`src/logic/mcs_pkg.sv`:
```
package mcs_pkg;
  // ---------------------------------------------------------------
  // Register offsets
  // ---------------------------------------------------------------
  localparam logic [3:0] MCS_ADDR_CTRL     = 4'h0;
  localparam logic [3:0] MCS_ADDR_CAPCTRL  = 4'h1;
  localparam logic [3:0] MCS_ADDR_VREF     = 4'h2;
  localparam logic [3:0] MCS_ADDR_MASK     = 4'h3;
  localparam logic [3:0] MCS_ADDR_STATUS   = 4'h4;
  localparam logic [3:0] MCS_ADDR_LIMIT    = 4'h5;
  localparam logic [3:0] MCS_ADDR_LATCH_LO = 4'h6;
  localparam logic [3:0] MCS_ADDR_LATCH_HI = 4'h7;
  localparam logic [3:0] MCS_ADDR_LIMIT_HI_RD = 4'h8;
  // ---------------------------------------------------------------
  // Field positions
  // ---------------------------------------------------------------
  localparam int MCS_CTRL_START_BIT  = 0;
  localparam int MCS_CTRL_STAGE_LSB  = 1;
  localparam int MCS_CTRL_MOTION_BIT = 3;
  localparam int MCS_MASK_IRQ_BIT    = 0;
  localparam int MCS_STAT_FLAG_BIT   = 0;
  localparam int MCS_STAT_STATE_BIT  = 1;
  // ---------------------------------------------------------------
  // Reset values and codes
  // ---------------------------------------------------------------
  localparam logic [7:0]  MCS_RST_BYTE  = 8'h00;
  localparam logic [15:0] MCS_RST_WORD  = 16'h0000;
  localparam logic [1:0]  MCS_STAGE_OFF = 2'h0;
  localparam logic [1:0]  MCS_STAGE_CAP = 2'h1;
  localparam logic [1:0]  MCS_STAGE_VLT = 2'h3;
  // ---------------------------------------------------------------
  // Timing counts
  // ---------------------------------------------------------------
  localparam logic [3:0] MCS_SETTLE_CYC = 4'h4;
  localparam logic [7:0] MCS_GND_PERIOD = 8'hff;
  localparam logic [7:0] MCS_GND_LEN    = 8'h08;

  typedef enum logic [1:0] {
    MCS_M_IDLE   = 2'b00,
    MCS_M_SETTLE = 2'b01,
    MCS_M_SAMPLE = 2'b10
  } mcs_mstate_t;
endpackage

```
`src/logic/mcs_sensor_ctrl.sv`:
```
`timescale 1ns/1ps
`default_nettype none
module mcs_sensor_ctrl
  import mcs_pkg::*;
(
  // Clock and reset
  input  wire logic        ref_clk,
  input  wire logic        nrst,
  // Register port
  input  wire logic [3:0]  reg_addr,
  input  wire logic [7:0]  reg_wdata,
  input  wire logic        reg_wr,
  input  wire logic        reg_rd,
  output logic      [7:0]  reg_rdata,
  // Processor side
  input  wire logic        global_irq_enable,
  input  wire logic        motion_vector_ack,
  output logic             sensor_irq,
  // Timer side
  input  wire logic        sensor_tick_clock,
  input  wire logic        measure_clk_tick,
  // Analog front end
  input  wire logic        motion_comp_out,
  input  wire logic        cap_comp_out,
  output logic             divider_switch,
  output logic      [7:0]  vref_trim,
  output logic             cap_unit_enable,
  output logic             volt_unit_enable,
  output logic      [2:0]  cap_channel_select,
  output logic      [1:0]  charge_current_select,
  output logic             sensor_pins_ground,
  output logic             cap_discharge,
  output logic             sensor_pulse_out,
  output logic             measure_busy
);
  // ---------------------------------------------------------------
  // Registers
  // ---------------------------------------------------------------
  logic [7:0]  sensor_control_reg;
  logic [7:0]  cap_control_reg;
  logic        motion_irq_enable;
  logic        motion_edge_flag;
  logic        motion_detect_line;
  logic [15:0] compare_counter_limit;
  logic [15:0] capture_timer_latch;
  logic        motion_unit_enable;
  logic [1:0]  stage_select;
  logic        wr_ctrl;
  logic        start_pulse;

  assign motion_unit_enable = sensor_control_reg[MCS_CTRL_MOTION_BIT];
  assign stage_select = sensor_control_reg[MCS_CTRL_STAGE_LSB +: 2];
  assign wr_ctrl = reg_wr && (reg_addr == MCS_ADDR_CTRL);
  assign start_pulse = wr_ctrl && reg_wdata[MCS_CTRL_START_BIT];
  assign cap_channel_select = cap_control_reg[5:3];
  assign charge_current_select = cap_control_reg[1:0];
  assign cap_unit_enable = (stage_select == MCS_STAGE_CAP);
  assign volt_unit_enable = (stage_select == MCS_STAGE_VLT);

  logic match;
  logic [15:0] pulse_count;
  logic [15:0] capture_timer;

  always_ff @(posedge ref_clk or negedge nrst) begin
    if (!nrst) begin
      sensor_control_reg <= MCS_RST_BYTE;
    end else if (wr_ctrl) begin
      sensor_control_reg <= {4'h0, reg_wdata[3:0]};
    end else if (match) begin
      sensor_control_reg[MCS_CTRL_START_BIT] <= 1'b0;
    end
  end
  assign measure_busy = sensor_control_reg[MCS_CTRL_START_BIT];

  always_ff @(posedge ref_clk or negedge nrst) begin
    if (!nrst) begin
      cap_control_reg       <= MCS_RST_BYTE;
      vref_trim             <= MCS_RST_BYTE;
      motion_irq_enable     <= 1'b0;
      compare_counter_limit <= MCS_RST_WORD;
    end else if (reg_wr) begin
      if (reg_addr == MCS_ADDR_CAPCTRL)
        cap_control_reg <= {2'h0, reg_wdata[5:0]};
      if (reg_addr == MCS_ADDR_VREF)
        vref_trim <= reg_wdata;
      if (reg_addr == MCS_ADDR_MASK)
        motion_irq_enable <= reg_wdata[MCS_MASK_IRQ_BIT];
      if (reg_addr == MCS_ADDR_LIMIT)
        compare_counter_limit[7:0] <= reg_wdata;
      if (reg_addr == MCS_ADDR_LIMIT + 4'h1)
        compare_counter_limit[15:8] <= reg_wdata;
    end
  end

  // ---------------------------------------------------------------
  // Pin ground schedule and motion state machine
  // ---------------------------------------------------------------
  logic [7:0] gnd_cnt;
  always_ff @(posedge ref_clk or negedge nrst) begin
    if (!nrst) begin
      gnd_cnt <= MCS_RST_BYTE;
    end else if (!cap_unit_enable) begin
      gnd_cnt <= MCS_RST_BYTE;
    end else if (gnd_cnt == MCS_GND_PERIOD) begin
      gnd_cnt <= MCS_RST_BYTE;
    end else begin
      gnd_cnt <= gnd_cnt + 8'h01;
    end
  end
  assign sensor_pins_ground = cap_unit_enable && (gnd_cnt < MCS_GND_LEN);

  // Tick and comparator come from other domains, so two stages each
  logic [1:0] tick_sync;
  logic [1:0] comp_sync;
  logic       tick_prev;
  always_ff @(posedge ref_clk or negedge nrst) begin
    if (!nrst) begin
      tick_sync <= 2'h0;
      comp_sync <= 2'h0;
      tick_prev <= 1'b0;
    end else begin
      tick_sync <= {tick_sync[0], sensor_tick_clock};
      comp_sync <= {comp_sync[0], motion_comp_out};
      tick_prev <= tick_sync[1];
    end
  end
  logic tick_rise;
  assign tick_rise = tick_sync[1] && !tick_prev;

  mcs_mstate_t mstate;
  mcs_mstate_t next_mstate;
  logic [3:0]  settle_cnt;

  always_comb begin
    next_mstate = mstate;
    unique case (mstate)
      MCS_M_IDLE:
        if (tick_rise) next_mstate = MCS_M_SETTLE;
      MCS_M_SETTLE:
        if (settle_cnt == MCS_SETTLE_CYC) next_mstate = MCS_M_SAMPLE;
      MCS_M_SAMPLE:
        next_mstate = MCS_M_IDLE;
      default:
        next_mstate = MCS_M_IDLE;
    endcase
    // Disabling forces a clean restart, so a timer change mid-cycle is safe
    if (!motion_unit_enable) next_mstate = MCS_M_IDLE;
  end

  always_ff @(posedge ref_clk or negedge nrst) begin
    if (!nrst) begin
      mstate     <= MCS_M_IDLE;
      settle_cnt <= 4'h0;
    end else begin
      mstate     <= next_mstate;
      settle_cnt <= (mstate == MCS_M_SETTLE) ? settle_cnt + 4'h1 : 4'h0;
    end
  end
  assign divider_switch = (mstate != MCS_M_IDLE);

  // Sample held between measurements; grounded pins give no detection
  always_ff @(posedge ref_clk or negedge nrst) begin
    if (!nrst) begin
      motion_detect_line <= 1'b0;
    end else if (!motion_unit_enable) begin
      motion_detect_line <= 1'b0;
    end else if (mstate == MCS_M_SAMPLE) begin
      motion_detect_line <= comp_sync[1] && !sensor_pins_ground;
    end
  end

  logic line_prev;
  logic line_rise;
  always_ff @(posedge ref_clk or negedge nrst) begin
    if (!nrst) line_prev <= 1'b0;
    else       line_prev <= motion_detect_line;
  end
  assign line_rise = motion_detect_line && !line_prev;

  logic flag_clr;
  assign flag_clr = motion_vector_ack ||
                    (reg_wr && reg_addr == MCS_ADDR_STATUS &&
                     reg_wdata[MCS_STAT_FLAG_BIT]);
  // Set beats clear so an edge in the clearing cycle is kept
  always_ff @(posedge ref_clk or negedge nrst) begin
    if (!nrst)          motion_edge_flag <= 1'b0;
    else if (line_rise) motion_edge_flag <= 1'b1;
    else if (flag_clr)  motion_edge_flag <= 1'b0;
  end
  assign sensor_irq = motion_edge_flag && motion_irq_enable &&
                      global_irq_enable;

  // ---------------------------------------------------------------
  // Capacitance converter
  // ---------------------------------------------------------------
  logic [2:0] cap_sync;
  logic       run;
  assign run = measure_busy && cap_unit_enable;
  always_ff @(posedge ref_clk or negedge nrst) begin
    if (!nrst) cap_sync <= 3'h0;
    else       cap_sync <= {cap_sync[1:0], cap_comp_out};
  end
  // Threshold crossing ends charge; one-cycle discharge forms each pulse
  always_ff @(posedge ref_clk or negedge nrst) begin
    if (!nrst) sensor_pulse_out <= 1'b0;
    else       sensor_pulse_out <= run && cap_sync[1] && !cap_sync[2];
  end
  assign cap_discharge = sensor_pulse_out || !run;

  assign match = run && sensor_pulse_out &&
                 (pulse_count + 16'h0001 == compare_counter_limit);

  always_ff @(posedge ref_clk or negedge nrst) begin
    if (!nrst) begin
      pulse_count   <= MCS_RST_WORD;
      capture_timer <= MCS_RST_WORD;
    end else if (start_pulse) begin
      pulse_count   <= MCS_RST_WORD;
      capture_timer <= MCS_RST_WORD;
    end else if (run) begin
      if (sensor_pulse_out) pulse_count <= pulse_count + 16'h0001;
      if (measure_clk_tick) capture_timer <= capture_timer + 16'h0001;
    end
  end

  always_ff @(posedge ref_clk or negedge nrst) begin
    if (!nrst)      capture_timer_latch <= MCS_RST_WORD;
    else if (match) capture_timer_latch <= capture_timer;
  end

  // ---------------------------------------------------------------
  // Read port
  // ---------------------------------------------------------------
  always_ff @(posedge ref_clk or negedge nrst) begin
    if (!nrst) begin
      reg_rdata <= MCS_RST_BYTE;
    end else if (reg_rd) begin
      unique case (reg_addr)
        MCS_ADDR_CTRL:     reg_rdata <= sensor_control_reg;
        MCS_ADDR_CAPCTRL:  reg_rdata <= cap_control_reg;
        MCS_ADDR_VREF:     reg_rdata <= vref_trim;
        MCS_ADDR_MASK:     reg_rdata <= {7'h00, motion_irq_enable};
        MCS_ADDR_STATUS:   reg_rdata <= {6'h00, motion_detect_line,
                                         motion_edge_flag};
        MCS_ADDR_LIMIT:    reg_rdata <= compare_counter_limit[7:0];
        MCS_ADDR_LIMIT_HI_RD: reg_rdata <= compare_counter_limit[15:8];
        MCS_ADDR_LATCH_LO: reg_rdata <= capture_timer_latch[7:0];
        MCS_ADDR_LATCH_HI: reg_rdata <= capture_timer_latch[15:8];
        default:           reg_rdata <= MCS_RST_BYTE;
      endcase
    end else begin
      reg_rdata <= MCS_RST_BYTE;
    end
  end
endmodule
`default_nettype wire

```
`config.mk`:
```
export PLATFORM = sky130hd
export DESIGN_NAME = mcs_sensor_ctrl
export DESIGN_NICKNAME = d
export VERILOG_FILES = /design/src/logic/mcs_pkg.sv /design/src/logic/mcs_sensor_ctrl.sv
export SDC_FILE = /design/constraint.sdc
export NUM_CORES = 1
export LEC_CHECK = 0
export BUFFER_PORTS_ARGS = -buffer_cell sky130_fd_sc_hd__buf_2
export CORE_ASPECT_RATIO = 0.7
export CORE_MARGIN = 1
export CORE_UTILIZATION = 35
export CTS_CLUSTER_SIZE = 12
export DETAILED_ROUTE_END_ITERATION = 8
export HOLD_SLACK_MARGIN = 0.05
export PLACE_DENSITY = 0.49
export SLEW_MARGIN = 10
export SYNTH_ARGS = -nofsm -noshare
export SYNTH_HDL_FRONTEND = slang
export SYNTH_SLANG_ARGS = --single-unit
```
`constraint.sdc`:
```
create_clock -name ref_clk -period 7.9 [get_ports ref_clk]
set_clock_uncertainty 0.15 [all_clocks]
set_input_delay 1.185 -clock ref_clk [delete_from_list [all_inputs] [get_ports ref_clk]]
set_output_delay 1.185 -clock ref_clk [all_outputs]
set_load 0.05 [all_outputs]
```
# [After elaboration in Yosys (flattened, before gate mapping)]
# Cells that the tools add are included.
[classes] n_addsub=4 magnitude_cmp=1 eq_ne=18 muxes=21 reduce_logical=38
[op_table] cell="16-bit 2-to-1 mux" count=6
[op_table] cell="8-bit one-hot mux with 9 select lines" count=1
[op_table] cell="16-bit by 1-bit adder with 16-bit output, second input constant" count=2
[op_table] cell="8-bit 2-to-1 mux" count=3
[op_table] cell="4-bit by 3-bit == test with 1-bit output, second input constant" count=5
[op_table] cell="16-bit == test" count=1
[op_table] cell="2-bit AND reduction" count=8
[op_table] cell="1-bit logical AND" count=15
[op_table] cell="2-bit nonzero test" count=6
[op_table] cell="8-bit by 1-bit adder with 8-bit output, second input constant" count=1
[op_table] cell="4-bit by 2-bit == test with 1-bit output, second input constant" count=2
[op_table] cell="8-bit == test, second input constant" count=1
[op_table] cell="8-bit by 4-bit less-than comparator with 1-bit output, second input constant" count=1
[op_table] cell="1-bit 2-to-1 mux" count=6
[op_table] cell="2-bit 2-to-1 mux" count=3
[op_table] cell="3-bit inequality test, second input constant" count=2
[op_table] cell="1-bit logical NOT" count=5
[op_table] cell="4-bit by 1-bit adder with 4-bit output, second input constant" count=1
[op_table] cell="2-bit by 1-bit == test with 1-bit output, second input constant" count=2
[op_table] cell="2-bit == test, second input constant" count=2
[op_table] cell="4-bit by 1-bit == test with 1-bit output, second input constant" count=1
[op_table] cell="4-bit == test, second input constant" count=1
[op_table] cell="4-bit logical NOT" count=1
[op_table] cell="4-bit 2-to-1 mux" count=1
[op_table] cell="other kinds (4)" count=5
[word_totals] reg_bits=117 inputBits=22 output_inout_bits=29 wordCells=104

# [Longest topological paths before layout]
# Gate-level depths: netlist of the first run.
[depth] depth_word=6 mapped_depth=9 ltp_nobuf=7

# [Least setup slack after synthesis of the first run]
# Ideal clock, no wire load.
[synth_path] kind="register to output" from="reg gnd_cnt[5]" to="out sensor_pins_ground" t_arrival_ns=2.250 required_ns=6.565 path_slack_ns=4.315 stages_incl_launch_ff=3 path_buffers=0 cell_sequence="dfrtp_1 -> or3_1 -> nor4_1"
[synth_via] elab_chain_cells=2
[synth_lines] element="start: declaration" line="mcs_sensor_ctrl.sv:98" text="logic [7:0] gnd_cnt;"
[synth_lines] element="start signal: assignment" line="mcs_sensor_ctrl.sv:107" text="gnd_cnt <= gnd_cnt + 8'h01;"
[synth_lines] element="8-bit by 4-bit less-than comparator with 1-bit output" line="mcs_sensor_ctrl.sv:110" text="assign sensor_pins_ground = cap_unit_enable && (gnd_cnt < MCS_GND_LEN);"
[synth_lines] element="1-bit logical AND" line="mcs_sensor_ctrl.sv:110"
[synth_lines] element="end: declaration" line="mcs_sensor_ctrl.sv:31" text="output logic sensor_pins_ground,"
# Every way passes these cells.

# [Worst setup path in the final report of the first run]
[layout_path] from="in reg_addr[2]" to="reg compare_counter_limit[4]"
[layout_via] elab_chain_cells=2
[layout_lines] element="start: declaration" line="mcs_sensor_ctrl.sv:10" text="input wire logic [3:0] reg_addr,"
[layout_lines] element="4-bit by 3-bit == test with 1-bit output" line="mcs_sensor_ctrl.sv:88" text="if (reg_addr == MCS_ADDR_LIMIT)"
[layout_lines] element="2-bit AND reduction (no line)"
[layout_lines] element="end signal: assignment" line="mcs_sensor_ctrl.sv:89" text="compare_counter_limit[7:0] <= reg_wdata;"
[layout_lines] element="end: declaration" line="mcs_sensor_ctrl.sv:44" text="logic [15:0] compare_counter_limit;"
# Every way passes these cells.
# A chain may end at the register's enable or synchronous reset.

==> metrics.md, run 1 <==
| Metric | Value |
|---|---|
| Status | `completed` |
| Internal power | `0.001297 W` |
| Post-DP HPWL | `9807 um` |
| Unrepaired setup endpoints after global routing | `false` |
| Most frequent cell after synthesis | `dfrtp_1` |
| Worst Setup SP | `reg_addr[2]` |
| GPL Wtd Cong | `0.8860` |
| Max Cap Viol | `0` |
| Seq pwr share | `41.1%` |
| Final design utilization | `42.57%` |
| Crit path time final | `3.299 ns` |
| Final Instance Count excl. Fillers | `766` |
| Final WL | `13750 um` |
| Clock buffer depth | `2` |
| Fmax | `303.1 MHz` |
| Setup_tns | `0 ns` |
| Rows | `38` |
| Combinational cell fraction of total power | `18.3%` |
| Family with the most delay on the worst path | `simple AND/OR/NAND/NOR gates` |
| Critical-path top delay cell | `nor3b_1` |
| PostCTS Resize Cnt | `0` |
| # IOs | `51` |
| CTS tree | `yes` |
| Max incr delay on CP | `1.01 ns` |
| Critical path, cell by cell | `buf_2 > nor2b_1 > nor3b_1 > mux2_2` |
| Num CTS Buffers | `17` |
| Vias per cell | `5.161` |
| Fin crit share | `41.77%` |
| Seq cells post-synth | `117` |
| Largest net degree at the start of global routing | `67` |
| Max rail drop VDD | `115.8 uV` |
| Clock Tree Root | `clkbuf_16` |
| Initial antenna violation count | `0` |
| CP Max Fanout | `14` |
| Starting density of the core | `36.32%` |
| Post-route ant nets | `0` |
| Die height | `108.8 um` |
| Synth warnings | `0` |
| Layout cells sized above 1 | `27.74%` |
| Seq/Total Area, Yosys | `51.38%` |
| CTS Sinks | `117` |
| Leading register cell type out of synthesis | `dfrtp_1` |
| Largest cells by area after synthesis | `dfrtp_1 (51%), mux2_2 (9.7%), xor2_1 (4.9%), nor2_1 (3.6%), xnor2_1 (3.5%)` |
| Synth top area share | `51.38%` |
| Worst Tran Pin Value | `1.177 ns` |
| Netlist Area Pre-Place | `5698 um2` |
| Switching fraction of total power | `31.24%` |
| Number of synthesized flops with an enable pin | `0` |
| 1st-pass router iterations | `4` |
| Cells after DPL | `734` |
| Power per cell area | `282.4 nW/um2` |
| Area delta synth->final | `17.22%` |
| Clock transition at the registers of the reported paths | `0.05 ns` |
| FILL cells | `1499` |
| Commonest cells post-synth | `dfrtp_1 (117), nor2_1 (55), mux2_2 (49)` |
| Global-route wire length before repair | `22370 um` |
| CORE AREA | `15690 um2` |
| Grt total ovfl | `0` |
| # port buffers | `50` |
| DR iter-0 viols | `244` |
| Die ar. | `16800 um2` |
| Final setup viols | `0` |
| Crit path buffers/inverters | `1` |
| CP Class | `input port to flop` |
| Syn avg cell area | `11.24 um2` |
| Async set-reset flop share out of synthesis | `100.0%` |
| Worst slew margin | `21.35%` |
| Dominant cell type by area after synthesis | `dfrtp_1` |
| Vias in the first global route | `3937` |
| Crit. End Element | `flop` |
| Hold WC Path Type | `flop to flop` |
| Switching power | `0.0005892 W` |
| Die width | `154.5 um` |
| Clk_lat worst skew | `0.42 ns` |
| Hold_buf cts | `0` |
| Final hold vios | `0` |
| Routed via count | `3953` |
| Post-CTS setup buffers | `0` |
| H-tree levels | `4` |
| CP required | `8.05 ns` |
| Number of diodes | `0` |
| Total GRT Usage | `18.03%` |
| CP arrival | `3.45 ns` |
| Synth unique cells | `55` |
| Syn_nets | `534` |
| R2r startpoint | `pulse_count[0]$_DFFE_PN0P_` |
| Final nets | `580` |
| Critical Path Source Type | `input port` |
| Clk pwr share | `40.7%` |
| Gate Count Post-Synth | `507` |
| Max Slew Vio Count | `0` |
| Average routed wire per standard cell | `17.95 um` |
| Drt drc | `0` |
| Static leakage | `2.988 nW` |
| Min-delay src | `comp_sync[0]$_DFF_PN0_` |
## final cells by class
| class | count | area, um2 | share of cell area [%] |
|---|---|---|---|
| Clock buffer | 20 | 466.7 | 6.988 |
| Clock inverter | 12 | 128.9 | 1.930 |
| Inverter | 7 | 27.53 | 0.4121 |
| Multi-Input combinational cell | 356 | 2595 | 38.85 |
| Sequential cell | 117 | 2928 | 43.84 |
| Tap cell | 200 | 250.2 | 3.747 |
| Timing Repair Buffer | 54 | 282.8 | 4.234 |
## through the flow
| step | setup slack, ns | hold WS, ns | power (W) | area, um2 |
|---|---|---|---|---|
| floorplan | 4.315 | 0.1812 | 0.001033 | 5698 |
| global placement | 4.275 | 0.1846 | 0.001126 | 6083 |
| detailed placement | 4.198 | 0.1870 | 0.001131 | 6083 |
| CTS | 4.649 | 0.1987 | 0.001906 | 6679 |
| global route | 4.425 | 0.2063 | 0.001977 | 6679 |
| finish | 4.601 | 0.1959 | 0.001886 | 6679 |
## routing by layer
metal / GRT usage, % / up-vias / routed length, um
li1: - / 1883 / -
met1: 26.82 / 1967 / 7369
met2: 25.05 / 89 / 5618
met3: 4.769 / 14 / 596
met4: 6.011 / 0 / 165
met5: 0 / - / 0
## cell families after synthesis
logic type               Yosys count  synth area share, %
XOR/XNOR                          55                8.454
flip-flops                       117                51.38
adder cells (fa/ha/maj)            5                1.098
buffers and inverters             34                3.074
multiplexers                      60                12.41
AND/OR/NAND/NOR                  176                16.29
AO/OA/AOI/OAI                     60                7.290
## cell usage in the layout (no fill, tap or decap), types with 5 or more instances in the layout
cell type | Yosys | final
xnor2_1 | 23 | 23
clkinv_2 | 1 | 5
nand3_1 | 20 | 20
xor2_1 | 32 | 32
nor2_1 | 55 | 55
or3_1 | 7 | 7
dfrtp_1 | 117 | 117
nand4_1 | 12 | 12
mux2_2 | 49 | 49
buf_2 | 3 | 49
and3_1 | 10 | 10
and2_1 | 5 | 5
nand2_1 | 28 | 28
a21oi_1 | 13 | 13
nor3_1 | 10 | 10
inv_1 | 6 | 6
mux2_4 | 9 | 9
o21ai_0 | 13 | 13
clkbuf_16 | 0 | 17
buf_4 | 6 | 5
ha_1 | 5 | 5
a22o_1 | 11 | 11
## final timing paths
path                                                   endpoint  slack (ns)  cells after the start
max in group asynchronous   capture_timer_latch[14]$_DFFE_PN0P_        5.64                      2
min                                      comp_sync[1]$_DFF_PN0_        0.20                      0
min in group asynchronous               settle_cnt[1]$_DFF_PN0_        0.63                      1
max reg2reg                  capture_timer_latch[4]$_DFFE_PN0P_        5.00                      8
min reg2reg                              comp_sync[1]$_DFF_PN0_        0.20                      0
max                        compare_counter_limit[4]$_DFFE_PN0P_        4.60                      4
## worst register-to-register path, stage by stage (launching register included)
cell and delay (ns):
dfrtp_1 0.43, ha_1 0.29, and3_1 0.27, and3_1 0.24, a31oi_1 0.11, or4_4 0.44
nor4_4 0.14, buf_4 0.32, mux2_2 0.38
## power groups by stage
| stage | registers, W | clock network, W | logic [W] |
|---|---|---|---|
| final | 0.000775 | 0.000767 | 0.000345 |
| after global routing | 0.000788 | 0.000811 | 0.000378 |
| after CTS | 0.000775 | 0.000783 | 0.000348 |
| after detailed placement | 0.000785 | 0 | 0.000345 |
| after global placement | 0.000783 | 0 | 0.000342 |
| after floorplan | 0.000780 | 0 | 0.000253 |
Power figures use the tool's default switching activity.
==> inputs of run 2 (changes only) <==
--- a/config.mk
+++ b/config.mk
@@ -12,7 +12,7 @@
 export CTS_CLUSTER_SIZE = 12
 export DETAILED_ROUTE_END_ITERATION = 8
 export HOLD_SLACK_MARGIN = 0.05
-export PLACE_DENSITY = 0.49
+export PLACE_DENSITY = 0.51
 export SLEW_MARGIN = 10
 export SYNTH_ARGS = -nofsm -noshare
 export SYNTH_HDL_FRONTEND = slang
==> constraint.sdc (replaced) <==
create_clock -name ref_clk -period 3.01 [get_ports ref_clk]
set_clock_uncertainty 0.15 [all_clocks]
set_input_delay 0.4515 -clock ref_clk [delete_from_list [all_inputs] [get_ports ref_clk]]
set_output_delay 0.4515 -clock ref_clk [all_outputs]
set_load 0.05 [all_outputs]
==> run 2 against run 1 <==
Total power rose to 2.7 times the previous value; cell count is 1.2% higher; combinational power rose to 2.7 times the previous value; sequential power increased to 2.6 times the previous value; sequential share of layout area decreased by 0.77 points; die area unchanged; clock-buffer cell count fell by 2; first-iteration DRC count shrank 14%; critical path depth grew 4; worst hold slack lost 0.037 ns; utilization is 0.77 points higher; critical path type is now flop to flop; largest cell class unchanged.
==> metrics.md, run 2 (synthesized netlist as in run 1, its figures left out) <==
| Metric | Value |
|---|---|
| Crit path time final | `2.845 ns` |
| Commonest cells after routing, fill and taps aside | `dfrtp_1 (117), nor2_1 (55), mux2_2 (49), buf_2 (49), xor2_1 (32) (unchanged)` |
| Starting density of the core | `36.32% (unchanged)` |
| Fmax | `351.4 MHz` |
| Num CTS Buffers | `17 (unchanged)` |
| Clock buffer depth | `2 (unchanged)` |
| Clock transition at the registers of the reported paths | `0.05 ns (about the same)` |
| Setup_tns | `0 ns (unchanged)` |
| CTS Sinks | `117 (unchanged)` |
| Worst slew margin | `58.30% (was 21.35%)` |
| Post-DP HPWL | `9529 um (was 9807 um)` |
| Number of diodes | `0 (unchanged)` |
| 1st-pass router iterations | `5 (was 4)` |
| Final WL | `13310 um (was 13750 um)` |
| Crit. End Element | `flop (unchanged)` |
| CP arrival | `2.98 ns (was 3.45 ns)` |
| CP required | `3.15 ns (was 8.05 ns)` |
| CTS tree | `yes (unchanged)` |
| Commonest non-fill, non-tap cell in the layout | `dfrtp_1 (unchanged)` |
| Total GRT Usage | `17.27% (was 18.03%)` |
| Post-route ant nets | `0 (unchanged)` |
| Max Slew Vio Count | `0 (unchanged)` |
| Clock Tree Root | `clkbuf_16 (unchanged)` |
| Multi-input logic area | `2595 um2 (unchanged)` |
| GPL Wtd Cong | `0.8365 (was 0.8860)` |
| Fin crit share | `94.53%` |
| Grt total ovfl | `0 (unchanged)` |
| Final hold vios | `0 (unchanged)` |
| Die width | `154.5 um (unchanged)` |
| Largest net degree at the start of global routing | `63 (was 67)` |
| Routed via count | `3983 (was 3953)` |
| Hold WC Path Type | `input port to flop (was flop to flop)` |
| Post-CTS setup buffers | `0 (unchanged)` |
| CP Max Fanout | `17 (was 14)` |
| Final nets | `589 (was 580)` |
| # IOs | `51 (unchanged)` |
| Drt drc | `0 (unchanged)` |
| PostCTS Resize Cnt | `0 (unchanged)` |
| H-tree levels | `4 (unchanged)` |
| Dpl ws | `0.1968 ns (was 4.198 ns)` |
| CP Class | `flop to flop (was input port to flop)` |
| Worst Tran Pin Value | `0.6198 ns (was 1.177 ns)` |
| Critical Path Source Type | `flop (was input port)` |
| Storage cell area | `2928 um2 (unchanged)` |
| Area delta synth->final | `19.32% (was 17.22%)` |
| # port buffers | `50 (unchanged)` |
| CORE AREA | `15690 um2 (unchanged)` |
| Global-route wire length before repair | `22020 um (was 22370 um)` |
| Setup slack after layout | `0.1646 ns (was 4.601 ns)` |
| Die ar. | `16800 um2 (unchanged)` |
| Rows | `38 (unchanged)` |
| FILL cells | `1483 (was 1499)` |
| Die height | `108.8 um (unchanged)` |
| Layout cells sized above 1 | `28.17% (was 27.74%)` |
| Initial antenna violation count | `0 (unchanged)` |
| Static leakage | `3.051 nW (was 2.988 nW)` |
| Average routed wire per standard cell | `17.17 um (was 17.95 um)` |
| Unrepaired setup endpoints after global routing | `false (unchanged)` |
| Max Cap Viol | `0 (unchanged)` |
| Clk_lat worst skew | `0.41 ns (was 0.42 ns)` |
| Hold_buf cts | `4 (was 0)` |
| Final setup viols | `0 (unchanged)` |
| Max rail drop VDD | `346.7 uV (was 115.8 uV)` |
| DR iter-0 viols | `211 (was 244)` |
| Vias per cell | `5.139 (was 5.161)` |
| Vias in the first global route | `3967 (was 3937)` |
| Power per cell area | `740.1 nW/um2 (was 282.4 nW/um2)` |
| Status | `completed (unchanged)` |
-- run 2: cell count changes in the layout (fill, tap and decap cells not counted) --
cell / before / now
bufinv_16: 2 / 3
clkinv_2: 5 / 4
clkbuf_8: 3 / 1
dlygate4sd3_1: 0 / 4
inv_6: 0 / 4
clkinvlp_4: 3 / 1
buf_4: 5 / 8
buf_12: 0 / 2
-- run 2: layout make-up --
cell class / count / share of cell area [%]
well taps: 200 / 3.681
flip-flops and latches: 117 / 43.06
clock inverters: 14 / 2.558
repair buffers: 63 / 5.668
clock buffers: 18 / 6.459
multi-input cells: 356 / 38.17
inverters: 7 / 0.4049
-- run 2: metrics by stage --
| step | util [%] | instance area (um2) | cells | hold WS (ns) | total power, W |
|---|---|---|---|---|---|
| 2_1_floorplan | - | 5698 | 507 | 0.005909 | 0.002711 |
| 3_3_place_gp | 39.17 | 6146 | 739 | 0.1883 | 0.002961 |
| 3_5_place_dp | 39.17 | 6146 | 739 | 0.1871 | 0.002969 |
| 4_1_cts | 43.33 | 6799 | 775 | 0.1428 | 0.005086 |
| 5_1_grt | 43.33 | 6799 | 775 | 0.1678 | 0.005287 |
| 6_report | 43.33 | 6799 | 775 | 0.1590 | 0.005032 |
-- run 2: worst paths after layout --
check	start	endpoint	slack, ns	cells past startpoint
min reg2reg	cap_sync[0]$_DFF_PN0_	cap_sync[1]$_DFF_PN0_	0.19	0
max reg2reg	pulse_count[0]$_DFFE_PN0P_	capture_timer_latch[3]$_DFFE_PN0P_	0.16	8
min in group asynchronous	nrst	settle_cnt[1]$_DFF_PN0_	0.34	2
max in group asynchronous	nrst	vref_trim[6]$_DFFE_PN0P_	1.66	3
min	reg_wdata[7]	compare_counter_limit[15]$_DFFE_PN0P_	0.16	2
max	pulse_count[0]$_DFFE_PN0P_	capture_timer_latch[3]$_DFFE_PN0P_	0.16	8
-- run 2: worst max-delay path, cell delays in order, from the launching register on --
cell and delay (ns):
dfrtp_1 0.43, ha_1 0.30, and3_1 0.28, and3_1 0.24
a31oi_1 0.10, or4_4 0.44, nor4_4 0.22, buf_12 0.21
mux2_2 0.35
-- run 2: routing by layer --
metal	global-route usage (%)	up-vias	wire length, um
met4	5.375	0	130
met5	0	-	0
met2	23.66	89	5327
li1	-	1919	-
met1	26.42	1964	7253
met3	4.094	11	596
-- run 2: report_power, final --
group	total, W	leakage [nW]	internal, W	switching [W]
Combinational	0.000927	1.23	0.000370	0.000557
Clock	0.00209	0.301	0.00133	0.000755
Sequential	0.00202	1.52	0.00177	0.000251
==> inputs of run 3 (changes only) <==
--- a/config.mk
+++ b/config.mk
@@ -6,7 +6,7 @@
 export NUM_CORES = 1
 export LEC_CHECK = 0
 export BUFFER_PORTS_ARGS = -buffer_cell sky130_fd_sc_hd__buf_2
-export CORE_ASPECT_RATIO = 0.7
+export CORE_ASPECT_RATIO = 1.2
 export CORE_MARGIN = 1
 export CORE_UTILIZATION = 35
 export CTS_CLUSTER_SIZE = 12
==> run 3 against run 2 <==
Total power decreased by 4.6%; clock-buffer cell count increased by 7; clock power decreased by 11%; worst setup slack improved by 0.062 ns; combinational power increased by 0.9%; sequential power about the same; largest cell class unchanged.
==> metrics.md, run 3 (synthesized netlist as in run 1, its figures left out) <==
| Metric | Value |
|---|---|
| Routed via count | `3998 (was 3983)` |
| Max Slew Vio Count | `0 (unchanged)` |
| Die height | `141.8 um (was 108.8 um)` |
| Clock Tree Root | `clkbuf_16 (unchanged)` |
| Final hold vios | `0 (unchanged)` |
| Met3 routed WL | `402 um (was 596 um)` |
| Setup_tns | `0 ns (unchanged)` |
| H-tree levels | `4 (unchanged)` |
| Critical-path top delay cell | `or4_4 (unchanged)` |
| CP Class | `flop to flop (unchanged)` |
| DR iter-0 viols | `310 (was 211)` |
| Hold endpoint | `vref_trim[4]$_DFFE_PN0P_ (was compare_counter_limit[15]$_DFFE_PN0P_)` |
| Starting density of the core | `36.14% (was 36.32%)` |
| Worst Tran Pin Value | `0.6037 ns (was 0.6198 ns)` |
| CP arrival | `2.93 ns (was 2.98 ns)` |
| Met1 WL | `5994 um (was 7253 um)` |
| Critical path, cell by cell | `ha_2 > and3_1 > and3_1 > a31oi_1 > or4_4 > nor4_4 > buf_12 > mux2_2 (was ha_1 > and3_1 > and3_1 > a31oi_1 > or4_4 > nor4_4 > buf_12 > mux2_2)` |
| Crit. End Element | `flop (unchanged)` |
| Flop-to-flop setup slack | `0.23 ns (was 0.16 ns)` |
| Initial antenna violation count | `0 (unchanged)` |
| Post-DP HPWL | `9579 um (was 9529 um)` |
| Cells after DPL | `749 (was 739)` |
| # port buffers | `50 (unchanged)` |
| Largest net degree at the start of global routing | `73 (was 63)` |
| 1st-pass router iterations | `4 (was 5)` |
| Fmax | `359.3 MHz (was 351.4 MHz)` |
| Vias per cell | `5.113 (was 5.139)` |
| CORE AREA | `15770 um2 (was 15690 um2)` |
| Power per cell area | `711.6 nW/um2 (was 740.1 nW/um2)` |
| Final Instance Count excl. Fillers | `782 (was 775)` |
| CP required | `3.15 ns (about the same)` |
| Worst R2R Path Depth | `8 (unchanged)` |
| Crit path buffers/inverters | `1 (unchanged)` |
| CTS Sinks | `117 (unchanged)` |
| CP dominant cell by count | `and3_1 (unchanged)` |
| Clock buffer depth | `2 (unchanged)` |
| Clk_lat worst skew | `0.41 ns (about the same)` |
| Fin crit share | `92.46% (was 94.53%)` |
| # IOs | `51 (unchanged)` |
| Final setup viols | `0 (unchanged)` |
| Clock transition at the registers of the reported paths | `0.05 ns (about the same)` |
| Max incr delay on CP | `0.44 ns (about the same)` |
| Global-route wire length before repair | `22410 um (was 22020 um)` |
| GPL Wtd Cong | `0.8234 (was 0.8365)` |
| Layout cells sized above 1 | `27.35% (was 28.17%)` |
| Max rail drop VDD | `403.8 uV (was 346.7 uV)` |
| Average routed wire per standard cell | `17.26 um (was 17.17 um)` |
| Post-route ant nets | `0 (unchanged)` |
| Status | `completed (unchanged)` |
| Total GRT Usage | `17.54% (was 17.27%)` |
| Met2 WL | `6934 um (was 5327 um)` |
| R2r startpoint | `pulse_count[0]$_DFFE_PN0P_ (unchanged)` |
| CTS tree | `yes (unchanged)` |
| Number of diodes | `0 (unchanged)` |
| Grt total ovfl | `0 (unchanged)` |
| Num CTS Buffers | `17 (unchanged)` |
| Hold WC Path Type | `input port to flop (unchanged)` |
| Worst slew margin | `59.49% (was 58.30%)` |
| Static leakage | `3.022 nW (was 3.051 nW)` |
| Area delta synth->final | `18.42% (was 19.32%)` |
| Die width | `118.5 um (was 154.5 um)` |
| Rows | `50 (was 38)` |
| CP Max Fanout | `17 (unchanged)` |
| Post-CTS setup buffers | `0 (unchanged)` |
| Commonest non-fill, non-tap cell in the layout | `dfrtp_1 (unchanged)` |
| Commonest cells after routing, fill and taps aside | `dfrtp_1 (117), nor2_1 (55), mux2_2 (49), buf_2 (49), xor2_1 (32) (unchanged)` |
| Max Cap Viol | `0 (unchanged)` |
| FILL cells | `1512 (was 1483)` |
| Drt drc | `0 (unchanged)` |
| Final WL | `13500 um (was 13310 um)` |
| Highest routed layer | `met4 (unchanged)` |
| Unrepaired setup endpoints after global routing | `false (unchanged)` |
| Crit path time final | `2.783 ns (was 2.845 ns)` |
| Hold Path Stages | `2 (unchanged)` |
| Final nets | `591 (was 589)` |
| FF-to-FF End | `capture_timer_latch[6]$_DFFE_PN0P_ (was capture_timer_latch[3]$_DFFE_PN0P_)` |
| Die ar. | `16800 um2 (about the same)` |
| Critical Path Source Type | `flop (unchanged)` |
| Min-delay src | `reg_wdata[4] (was reg_wdata[7])` |
| Worst Setup SP | `pulse_count[0]$_DFFE_PN0P_ (unchanged)` |
| Family with the most delay on the worst path | `simple AND/OR/NAND/NOR gates (unchanged)` |
| Vias in the first global route | `4151 (was 3967)` |
[run 3: changes by cell type in the layout (fill, tap and decap cells not counted), sizes merged]
| cell | delta |
|---|---|
| buf | +2 |
| bufinv | -2 |
| clkbuf | +7 |
| clkinv | -3 |
| clkinvlp | -1 |
| inv | -4 |
[run 3: final cells by class]
cell class                 count  area (um2)  share of cell area [%]
sequential                   117        2928                   43.39
multi-input combinational    356        2597                   38.49
inverter                       7       27.53                  0.4079
clock inverter                 4       48.80                  0.7232
timing repair buffer          65       400.4                   5.934
tap                          208       260.3                   3.857
clock buffer                  25       485.5                   7.195
[run 3: how the worst max path moves through the flow]
stage	to	cells past startpoint
after CTS	capture_timer_latch[6]$_DFFE_PN0P_	8
after global placement	capture_timer_latch[6]$_DFFE_PN0P_	8
final	capture_timer_latch[6]$_DFFE_PN0P_	8
after floorplan	motion_detect_line$_DFFE_PN0P_	4
after detailed placement	capture_timer_latch[0]$_DFFE_PN0P_	8
after global routing	capture_timer_latch[3]$_DFFE_PN0P_	8
[run 3: report_power, final]
part	internal, W	switching, W
registers	0.00177	0.000250
clock network	0.00118	0.000665
logic	0.000373	0.000562
[run 3: what timing repair did]
action                     in CTS  in global routing
setup endpoints to repair       0                  5
hold endpoints to repair       24                  0
resized for setup               0                  1
hold buffers                    4                  0
[run 3: per-layer routing]
layer | track usage [%] | vias to the layer above
li1 | - | 1903
met1 | 21.68 | 2026
met2 | 29.91 | 54
met3 | 4.100 | 15
met4 | 6.396 | 0
met5 | 0 | -
[run 3: through the flow]
| stage | hold WS, ns | setup WS [ns] | instance area, um2 | power (W) | util [%] |
|---|---|---|---|---|---|
| global placement | 0.1855 | 0.2788 | 6171 | 0.002958 | 39.14 |
| CTS | 0.1572 | 0.1950 | 6745 | 0.004855 | 42.79 |
| detailed placement | 0.1896 | 0.2292 | 6171 | 0.002977 | 39.14 |
| finish | 0.1813 | 0.2269 | 6748 | 0.004801 | 42.80 |
| floorplan | 0.005909 | 0.1142 | 5698 | 0.002711 | - |
| global route | 0.1678 | 0.05362 | 6748 | 0.005058 | 42.80 |
[run 3: worst register-to-register path, cell delays in order, from the launching register on]
cell,delay (ns)
dfrtp_1,0.43
ha_2,0.26
and3_1,0.24
and3_1,0.23
a31oi_1,0.09
or4_4,0.44
nor4_4,0.26
buf_12,0.21
mux2_2,0.35
